==> src/wdt_pkg.sv <==
/*
 windowed watchdog constants, register layout and carrier types.
 assumes one core clock domain; the slow tick arrives as an asynchronous pin.
*/
package wdt_pkg;
   // register indices; byte address is four times the index
   localparam logic [5:0] CTRL_INDEX = 6'h00;
   localparam logic [5:0] STATE_INDEX = 6'h01;
   localparam logic [5:0] GUARD_INDEX = 6'h02;
   localparam int LOCK_BIT = 7;
   localparam int PENDING_BIT = 0;
   localparam int GUARD_OPEN_BIT = 0;
   localparam logic [3:0] CODE_OFF = 4'h0;
   localparam logic [3:0] PERIOD_CODE_MAX = 4'hA;
   localparam logic [3:0] WINDOW_CODE_MAX = 4'hB;
   localparam logic [13:0] BASE_TICKS = 14'h0008;
   localparam logic [2:0] GUARD_INSTR = 3'h4;
   localparam logic [1:0] CTRL_SYNC_TICKS = 2'h2;
   localparam logic [1:0] RESTART_SYNC_TICKS = 2'h3;
   localparam logic [1:0] HTRANS_NONSEQ = 2'h2;
   localparam logic HRESP_OKAY = 1'b0;
   localparam int CORE_CLK_PERIOD_NS = 5;
   localparam int SLOW_TICK_HZ_X1000 = 1024000;
   typedef struct packed {
      logic [3:0] window;
      logic [3:0] period;
   } ctrl_type;
   typedef enum logic {PH_CLOSED, PH_OPEN} phase_type;
endpackage : wdt_pkg

==> src/windowed_watchdog_timer.sv <==
/*
 windowed watchdog with AHB-Lite register slave, zero wait states.
 assumes slow tick pin is asynchronous, the cpu strobes are on core_clk,
 and system reset logic acknowledges the request with a pulse.
*/
`timescale 1ns/1ps
module windowed_watchdog_timer #(
   parameter logic [7:0] UNLOCK_KEY = 8'hA5 // arbitrary unlock value
) (
   // clock and reset
   input wire logic core_clk,
   input wire logic rst,
   // ahb-lite slave
   input wire logic hsel,
   input wire logic [31:0] haddr,
   input wire logic [1:0] htrans,
   input wire logic hwrite,
   input wire logic [2:0] hsize,
   input wire logic hready,
   input wire logic [31:0] hwdata,
   output logic [31:0] hrdata,
   output logic hreadyout,
   output logic hresp,
   // cpu side
   input wire logic restartInstr,
   input wire logic cpuInstr,
   input wire logic debugHalt,
   // slow tick pin and fuse
   input wire logic slowTickClock,
   input wire wdt_pkg::ctrl_type fuseWatchConfig,
   // system reset handshake
   output logic sysResetReq,
   input wire logic sysResetAck
);
   import wdt_pkg::*;

   // decoding used for both time-out and closed span
   function automatic logic [13:0] tick_len(input logic [3:0] code, input logic [3:0] max);
      logic [3:0] c;
      c = (code > max) ? max : code;
      return 14'(BASE_TICKS << (c - 4'h1));
   endfunction : tick_len

   // slow tick synchroniser
   logic tickS1, tickS2, tickS3, tickLevel;
   always_ff @(posedge core_clk) begin
      tickS1 <= slowTickClock;
      tickS2 <= tickS1;
      tickS3 <= tickS2;
   end
   wire tickAgree = (tickS2 == tickS3);
   wire tick = tickAgree & tickS3 & ~tickLevel;
   always_ff @(posedge core_clk) begin
      if (rst) begin
         tickLevel <= 1'b0;
      end else if (tickAgree) begin
         tickLevel <= tickS3;
      end
   end

   // bus address phase
   logic dataWr, dataRd;
   logic [5:0] dataIdx;
   wire addrPhase = hsel & hready & htrans[1];
   wire [5:0] addrIdx = haddr[7:2];
   wire addrMapped = (haddr[31:8] == 24'h000000) && (addrIdx <= GUARD_INDEX);
   assign hreadyout = 1'b1;
   assign hresp = HRESP_OKAY;
   always_ff @(posedge core_clk) begin
      if (rst) begin
         dataWr <= 1'b0;
         dataRd <= 1'b0;
         dataIdx <= 6'h00;
      end else begin
         dataWr <= addrPhase & hwrite & addrMapped;
         dataRd <= addrPhase & ~hwrite;
         dataIdx <= addrIdx;
      end
   end

   // registers
   ctrl_type ctrl, actCtrl;
   logic lock;
   logic [2:0] guardLeft;
   logic [1:0] ctrlSync, restartSync;
   wire guardOpen = (guardLeft != 3'h0);
   wire wrCtrlReq = dataWr & (dataIdx == CTRL_INDEX);
   wire wrState = dataWr & (dataIdx == STATE_INDEX) & guardOpen;
   wire wrGuard = dataWr & (dataIdx == GUARD_INDEX);
   wire wrCtrl = wrCtrlReq & guardOpen & ~lock;
   wire busy = (ctrlSync != 2'h0);
   wire ctrlApply = tick & (ctrlSync == 2'h1);
   wire restartApply = tick & (restartSync == 2'h1);

   always_ff @(posedge core_clk) begin
      if (rst) begin
         guardLeft <= 3'h0;
      end else if (wrGuard & (hwdata[7:0] == UNLOCK_KEY)) begin
         guardLeft <= GUARD_INSTR;
      end else if (wrCtrl | wrState) begin
         guardLeft <= 3'h0;
      end else if (cpuInstr & guardOpen) begin
         guardLeft <= guardLeft - 3'h1;
      end
   end

   always_ff @(posedge core_clk) begin
      if (rst) begin
         ctrl <= fuseWatchConfig;
      end else if (wrCtrl) begin
         ctrl <= ctrl_type'(hwdata[7:0]);
      end
   end

   always_ff @(posedge core_clk) begin
      if (rst) begin
         lock <= (fuseWatchConfig.period != CODE_OFF);
      end else if (wrState & hwdata[LOCK_BIT]) begin
         lock <= 1'b1;
      end else if (wrState & debugHalt) begin
         lock <= 1'b0;
      end
   end

   // pending until crossed; software keeps ctrl still meanwhile
   // relies on no write while pending
   always_ff @(posedge core_clk) begin
      if (rst) begin
         ctrlSync <= 2'h0;
         actCtrl <= fuseWatchConfig;
      end else if (wrCtrl) begin
         ctrlSync <= CTRL_SYNC_TICKS;
      end else if (tick & busy) begin
         ctrlSync <= ctrlSync - 2'h1;
         if (ctrlSync == 2'h1) begin
            actCtrl <= ctrl;
         end
      end
   end

   // restart crosses in two to three ticks
   always_ff @(posedge core_clk) begin
      if (rst) begin
         restartSync <= 2'h0;
      end else if (restartInstr & (restartSync == 2'h0)) begin
         restartSync <= RESTART_SYNC_TICKS;
      end else if (tick & (restartSync != 2'h0)) begin
         restartSync <= restartSync - 2'h1;
      end
   end

   // read data registered in address phase
   wire [7:0] stateView = {lock, 6'h00, busy};
   wire [7:0] guardView = {7'h00, guardOpen};
   wire [7:0] readSel = (addrIdx == CTRL_INDEX) ? ctrl :
                        (addrIdx == STATE_INDEX) ? stateView :
                        (addrIdx == GUARD_INDEX) ? guardView : 8'h00;
   always_ff @(posedge core_clk) begin
      if (rst) begin
         hrdata <= 32'h00000000;
      end else if (addrPhase & ~hwrite) begin
         hrdata <= {24'h000000, addrMapped ? readSel : 8'h00};
      end
   end

   // watchdog core
   logic [13:0] count;
   phase_type phase;
   logic armed;
   wire enabled = (actCtrl.period != CODE_OFF);
   wire windowOn = (actCtrl.window != CODE_OFF);
   wire useWindow = windowOn & armed;
   wire [13:0] openLen = tick_len(actCtrl.period, PERIOD_CODE_MAX);
   wire [13:0] closedLen = tick_len(actCtrl.window, WINDOW_CODE_MAX);
   wire inClosed = useWindow & (phase == PH_CLOSED);
   wire [13:0] limit = inClosed ? closedLen : openLen;
   // counts on each slow tick while enabled and not in debug halt; no sleep gating
   wire counting = tick & enabled & ~debugHalt;
   wire atEnd = (count >= limit - 14'h0001);
   wire expire = counting & atEnd & ~inClosed & ~restartApply;
   // closed period hands over to open
   wire closeEnd = counting & atEnd & inClosed & ~restartApply;
   wire earlyRestart = restartApply & enabled & inClosed & ~debugHalt;

   always_ff @(posedge core_clk) begin
      if (rst) begin
         count <= 14'h0000;
         phase <= PH_CLOSED;
         armed <= 1'b0;
      end else if (debugHalt) begin
         // first period after resume is normal
         count <= 14'h0000;
         armed <= 1'b0;
      end else if (!enabled) begin
         count <= 14'h0000;
         armed <= 1'b0;
      end else if (restartApply) begin
         count <= 14'h0000;
         phase <= PH_CLOSED;
         armed <= windowOn;
      end else if (closeEnd) begin
         count <= 14'h0000;
         phase <= PH_OPEN;
      end else if (!windowOn) begin
         armed <= 1'b0;
         if (counting) begin
            count <= count + 14'h0001;
         end
      end else if (counting) begin
         count <= count + 14'h0001;
      end
   end

   // request held until acknowledge; new event wins
   always_ff @(posedge core_clk) begin
      if (rst) begin
         sysResetReq <= 1'b0;
      end else if (expire | earlyRestart) begin
         sysResetReq <= 1'b1;
      end else if (sysResetAck) begin
         sysResetReq <= 1'b0;
      end
   end

   // checks
   a_disabled_idle: assert property (@(posedge core_clk) disable iff (rst)
      !enabled |=> count == 14'h0000) else $error("count moved while disabled");
   a_normal_expire: assert property (@(posedge core_clk) disable iff (rst)
      (counting && !inClosed && count == limit - 14'h0001 && !restartApply) |=> sysResetReq)
      else $error("time-out gave no reset request");
   a_restart_clear: assert property (@(posedge core_clk) disable iff (rst)
      (restartApply && !earlyRestart) |=> count == 14'h0000) else $error("restart kept count");
   a_early_reset: assert property (@(posedge core_clk) disable iff (rst)
      earlyRestart |=> sysResetReq) else $error("closed restart not punished");
   a_open_follows: assert property (@(posedge core_clk) disable iff (rst)
      closeEnd && !debugHalt |=> phase == PH_OPEN && count == 14'h0000)
      else $error("open period did not start");
   a_freeze_ctrl: assert property (@(posedge core_clk) disable iff (rst)
      lock |=> $stable(ctrl)) else $error("frozen control changed");
   a_lock_sticky: assert property (@(posedge core_clk) disable iff (rst)
      lock && !debugHalt |=> lock) else $error("freeze cleared outside debug");
   a_unguarded_hold: assert property (@(posedge core_clk) disable iff (rst)
      wrCtrlReq && !guardOpen |=> $stable(ctrl)) else $error("unguarded write took effect");
   a_pending_rise: assert property (@(posedge core_clk) disable iff (rst)
      wrCtrl |=> busy ##0 ctrl == $past(ctrl_type'(hwdata[7:0])))
      else $error("pending flag not raised");
   a_restart_delay: assert property (@(posedge core_clk) disable iff (rst)
      restartInstr && restartSync == 2'h0 |=> restartSync == RESTART_SYNC_TICKS)
      else $error("restart delay not started");
   a_halt_clear: assert property (@(posedge core_clk) disable iff (rst)
      debugHalt |=> count == 14'h0000 && !armed) else $error("halt kept count");
   a_req_held: assert property (@(posedge core_clk) disable iff (rst)
      sysResetReq && !sysResetAck |=> sysResetReq) else $error("reset request dropped");
   a_count_step: assert property (@(posedge core_clk) disable iff (rst)
      counting && !restartApply && !closeEnd |=> count == $past(count) + 14'h0001)
      else $error("count did not advance on tick");

   a_count_still: assert property (@(posedge core_clk) disable iff (rst)
      !tick && !restartApply && enabled && !debugHalt |=> $stable(count))
      else $error("count moved without a tick");

   a_tick_single: assert property (@(posedge core_clk) disable iff (rst)
      tick |=> !tick)
      else $error("slow edge counted twice");

   a_window_arm: assert property (@(posedge core_clk) disable iff (rst)
      restartApply && enabled && !debugHalt && windowOn |=> armed)
      else $error("restart did not arm window");

   a_normal_unarmed: assert property (@(posedge core_clk) disable iff (rst)
      !windowOn |=> !armed)
      else $error("window armed in normal mode");

   a_period_min: assert property (@(posedge core_clk) disable iff (rst)
      actCtrl.period == 4'h1 |-> openLen == 14'h0008)
      else $error("shortest time-out wrong");

   a_period_max: assert property (@(posedge core_clk) disable iff (rst)
      actCtrl.period == 4'hA |-> openLen == 14'h1000)
      else $error("longest time-out wrong");

   a_window_min: assert property (@(posedge core_clk) disable iff (rst)
      actCtrl.window == 4'h1 |-> closedLen == 14'h0008)
      else $error("shortest closed span wrong");

   a_window_max: assert property (@(posedge core_clk) disable iff (rst)
      actCtrl.window == 4'hB |-> closedLen == 14'h2000)
      else $error("longest closed span wrong");

   a_window_clamp: assert property (@(posedge core_clk) disable iff (rst)
      actCtrl.window == 4'hC |-> closedLen == 14'h2000)
      else $error("reserved closed span not clamped");

   a_req_rise: assert property (@(posedge core_clk) disable iff (rst)
      $rose(sysResetReq) |-> $past(expire | earlyRestart))
      else $error("reset request without cause");

   a_req_fall: assert property (@(posedge core_clk) disable iff (rst)
      $fell(sysResetReq) |-> $past(sysResetAck))
      else $error("reset request dropped without ack");

   a_pending_fall: assert property (@(posedge core_clk) disable iff (rst)
      $fell(busy) |-> $past(tick))
      else $error("pending flag fell without transfer");

   a_active_update: assert property (@(posedge core_clk) disable iff (rst)
      $changed(actCtrl) |-> $past(ctrlApply))
      else $error("active control changed early");

   a_pending_hold: assert property (@(posedge core_clk) disable iff (rst)
      busy && !tick |=> busy)
      else $error("pending flag fell between ticks");

   a_guard_reload: assert property (@(posedge core_clk) disable iff (rst)
      wrGuard && hwdata[7:0] == UNLOCK_KEY |=> guardLeft == GUARD_INSTR)
      else $error("unlock key did not open guard");

   a_guard_close: assert property (@(posedge core_clk) disable iff (rst)
      wrCtrl || wrState |=> !guardOpen)
      else $error("guard stayed open after write");

   a_lock_guarded: assert property (@(posedge core_clk) disable iff (rst)
      $changed(lock) |-> $past(guardOpen))
      else $error("freeze bit changed without unlock");

   a_lock_debug: assert property (@(posedge core_clk) disable iff (rst)
      $fell(lock) |-> $past(debugHalt))
      else $error("freeze bit cleared outside debug");

   a_fuse_lock: assert property (@(posedge core_clk)
      $fell(rst) |-> lock == (ctrl.period != CODE_OFF))
      else $error("fuse did not set freeze bit");

   a_open_expire: assert property (@(posedge core_clk) disable iff (rst)
      counting && atEnd && useWindow && phase == PH_OPEN && !restartApply |=> sysResetReq)
      else $error("open period expiry gave no reset");

   c_window_arm: cover property (@(posedge core_clk) disable iff (rst) restartApply && windowOn);
   c_early: cover property (@(posedge core_clk) disable iff (rst) earlyRestart);
   c_close_end: cover property (@(posedge core_clk) disable iff (rst) closeEnd);
   c_expire: cover property (@(posedge core_clk) disable iff (rst) expire);
   c_ctrl_apply: cover property (@(posedge core_clk) disable iff (rst) ctrlApply);
endmodule : windowed_watchdog_timer

==> config.mk <==
export PLATFORM = sky130hd
export DESIGN_NAME = windowed_watchdog_timer
export DESIGN_NICKNAME = d
export VERILOG_FILES = /design/src/wdt_pkg.sv /design/src/windowed_watchdog_timer.sv
export SDC_FILE = /design/constraint.sdc
export NUM_CORES = 1
export LEC_CHECK = 0
export BUFFER_PORTS_ARGS = -buffer_cell sky130_fd_sc_hd__buf_2
export CORE_MARGIN = 2
export CORE_UTILIZATION = 54
export CTS_CLUSTER_DIAMETER = 60
export DETAILED_ROUTE_END_ITERATION = 10
export GPL_ROUTABILITY_DRIVEN = 1
export PLACE_DENSITY = 0.84
export SLEW_MARGIN = 20
export SYNTH_ARGS = -nofsm -noshare
export SYNTH_HDL_FRONTEND = slang
export SYNTH_SLANG_ARGS = --single-unit
==> constraint.sdc <==
create_clock -name core_clk -period 7.8 [get_ports core_clk]
set_clock_uncertainty 0.1 [all_clocks]
set_input_delay 0.78 -clock core_clk [delete_from_list [all_inputs] [get_ports core_clk]]
set_output_delay 0.78 -clock core_clk [all_outputs]
set_load 0.005 [all_outputs]
==> flow_metrics.tcl <==
set metrics [dict create \
    die_w_um 83.5 \
    power_density_nw_per_um2 199 \
    cp.required_ns 7.90 \
    io_pins 122 \
    finalHoldViolCount 0 \
    die_y_um 83.5 \
    cp.arrival_ns 4.42 \
    grt_max_degree 55 \
    yosysTopAreaCell "dfxtp_1" \
    slew_violations 0 \
    yosys_warnings 0 \
    synthSimpleGateAreaFrac_pct 22.2 \
    die_area_sq_um 6970 \
    core-area_sq_um 6030 \
    antenna_found_initial 0 \
    grt_first_pass_wirelength_um 11500 \
    finalSetupViolCount 0 \
    finalCritPeriodShare_pct 55.4 \
    synthesis.area_sq_um 3410 \
    cpPeakStageDelay_ns 0.50 \
    yosys.area_share.xor_xnor_pct 4.36 \
    crit_start "actCtrl[7]" \
    ff2ff_path_depth 14 \
    fin_crit_ns 4.32 \
    synth-compound-area-share_pct 13.9 \
    cts_max_path_buffers 2 \
    start_util_pct 56.6 \
    synth_edf_count 17 \
    r2r_setup_slack_ns 3.48 \
    syn_area_per_cell_sq_um 8.84 \
    whs_ns 0.231 \
    cts_buffers 9 \
    max_clock_freq_ghz 0.232 \
    firstDrtPassIters 4 \
    cp-endpoint "count[5]" \
    cts-root-buf "clkbuf_8" \
    place.gp.congestion 0.845 \
    ys_seq_area_share_pct 40.2 \
    cp-end-kind "flip-flop" \
    worst_pin_slew_ns 0.832 \
    cp_cell_sequence "nor4_4 > nor2_2 > mux2_2 > nor2b_1 > nand2_1 > ha_1 > o311a_1 > a221oi_1 > ha_1 > nand2_1 > a2111oi_0 > o2111ai_1 > nand3_1 > nor2_1" \
    drc 0 \
    cts-hold-fix-buffers 0 \
    gr-usage-all-layers_pct 20.1 \
    drive_gt1_share_pct 20.1 \
    crit_type "flip-flop to flip-flop" \
    dr_wl_met3_um 384 \
    cts_tree "yes" \
    rsz0062_at_grt "false" \
    max-cap-violations 0 \
    crit_slowest_cell "nand3_1" \
    dpl.hpwl_um 5340 \
    holdCritStartpoint "tickS1" \
    slew_headroom_pct 44.5 \
    setup_tns_ns 0 \
    synth_common_cells "43 x dfxtp_1, 41 x nor2_1, 30 x nand2_1" \
    rows 28 \
    vias 2875 \
    wl_per_cell_um 13.2 \
    ir_drop_mv 0.162 \
    wl_met1_um 2950 \
    synth_adder_area_share_pct 7.33 \
    route.met2.wl_um 3560 \
    clkLatencyLatePin_ns 0.34 \
    syn_to_final_growth_pct 13.6 \
    rr_startpoint "actCtrl[7]" \
    synthCells 386 \
    hp-class "flip-flop to flip-flop" \
    wirelength_um 6970 \
    grt_pass1_vias 2652 \
    io_buffer_count 65 \
    ys.flop_type "dfxtp_1" \
    cts_repair_resize_count 0 \
    leakage_nw 1.62 \
    clkTransAtPathRegs_ns 0.06 \
    overflow 0 \
    synth-seq-cells 60 \
    yosysMostFrequentCell "dfxtp_1" \
    reg2reg_to "count[5]" \
    ant_nets 0 \
    async_flop_share_pct 0 \
    synth_cell_type_count 59 \
    insertedDiodeCount 0 \
    worst_setup_path_start_kind "flip-flop" \
    yosys-top-cells-area "dfxtp_1 25%, edfxtp_1 15%, ha_1 7.3%, buf_4 5.9%, nor2_1 4.5%" \
    status "completed" \
    crit_fanout 14 \
    post_cts_buffers 0 \
    cts.sinks 60 \
    nNetsFinal 555 \
    synth_top_area_share_pct 25.2 \
    cts.htree.levels 3 \
    via_per_inst 5.45 \
    synth_mux_area_share_pct 1.69 \
    top_layer "met4" \
    synth_top_family_by_area "simple AND/OR/NAND/NOR gates" \
    drtIter0Drc 154 \
]
[worst min path at each step]
stage,end,cells after the start
global placement,tickS2,0
finish,tickS2,0
CTS,tickS2,0
detailed placement,tickS2,0
global route,tickS2,0
floorplan,tickS2,0
[layer usage]
metal  track usage [%]  vias to the layer above
met4              5.57                        0
met1              23.4                     1328
li1                  -                     1447
met5                 0                        -
met2              36.3                       90
met3              5.74                       10
[cells by family (layout without fill, tap and decap cells)]
group | Yosys count | count (layout)
other | 2 | 26
muxes | 5 | 5
xor gates and xnor gates | 17 | 17
adders and majority gates | 20 | 20
DFF | 60 | 60
buffers and inverters | 62 | 105
and+or+nand+nor | 146 | 146
AOI/OAI and AO/OA | 74 | 74
[stage by stage]
step           cells  total power [mW]  util (%)  instance area, sq um  setup WS (ns)
2_1_floorplan    410             0.451         -                  3500           4.14
3_3_place_gp     512             0.469      60.9                  3670           3.63
3_5_place_dp     512             0.478      60.9                  3670           3.52
4_1_cts          528             0.773      64.3                  3880           3.52
5_1_grt          528             0.808      64.3                  3880           3.06
6_report         528             0.771      64.3                  3880           3.48
[sequential cells by signal (all words and copies together) (netlist names)]
name	cells
count	14
actCtrl	8
ctrl	8
hrdata	8
dataIdx	6
guardLeft	3
ctrlSync	2
restartSync	2
armed	1
dataWr	1
lock	1
phase	1
sysResetReq	1
tickLevel	1
tickS1	1
tickS2	1
tickS3	1
[power by group]
group | switching (mW) | internal (mW)
sequential | 0.0105 | 0.339
combinational | 0.0697 | 0.0533
clock | 0.120 | 0.179
total | 0.200 | 0.571
[placed cells by master, fill, tap and decap left out, types with 4 or more instances in the layout]
cell type  synthesis  routed
nand2b_1           9       9
o21ai_0           21      21
a21oi_1           19      19
nor2_1            41      41
dfxtp_1           43      43
xor2_1             8       8
or3_1              4       4
nor4_1            15      15
conb_1             2      26
a211oi_1           4       4
nand2_1           30      30
buf_2              2      65
nand4_1            7       7
nand3_1           10      10
inv_1             24      24
ha_1              20      20
nor2b_1            9       9
edfxtp_1          17      17
nor3_1             6       6
clkbuf_8           0       9
a22oi_1            6       6
xnor2_1            9       9
[worst max-delay path: cells and delay by family, from the launching register on]
kind | cells | cell delay, ns
adders and majority gates | 2 | 0.48
AOI/OAI and AO/OA | 4 | 1.10
DFF | 1 | 0.48
and+or+nand+nor | 7 | 1.61
muxes | 1 | 0.41
[area by class of cell]
type | instances | area, sq um
Fill cell | 499 | 2150
Multi-Input combinational cell | 288 | 1790
Sequential cell | 60 | 1370
Timing Repair Buffer | 65 | 325
Clock buffer | 11 | 131
Tap cell | 75 | 93.8
Inverter | 24 | 90.1
Clock inverter | 5 | 77.6
Note: power is estimated with default switching activity, not from simulation.
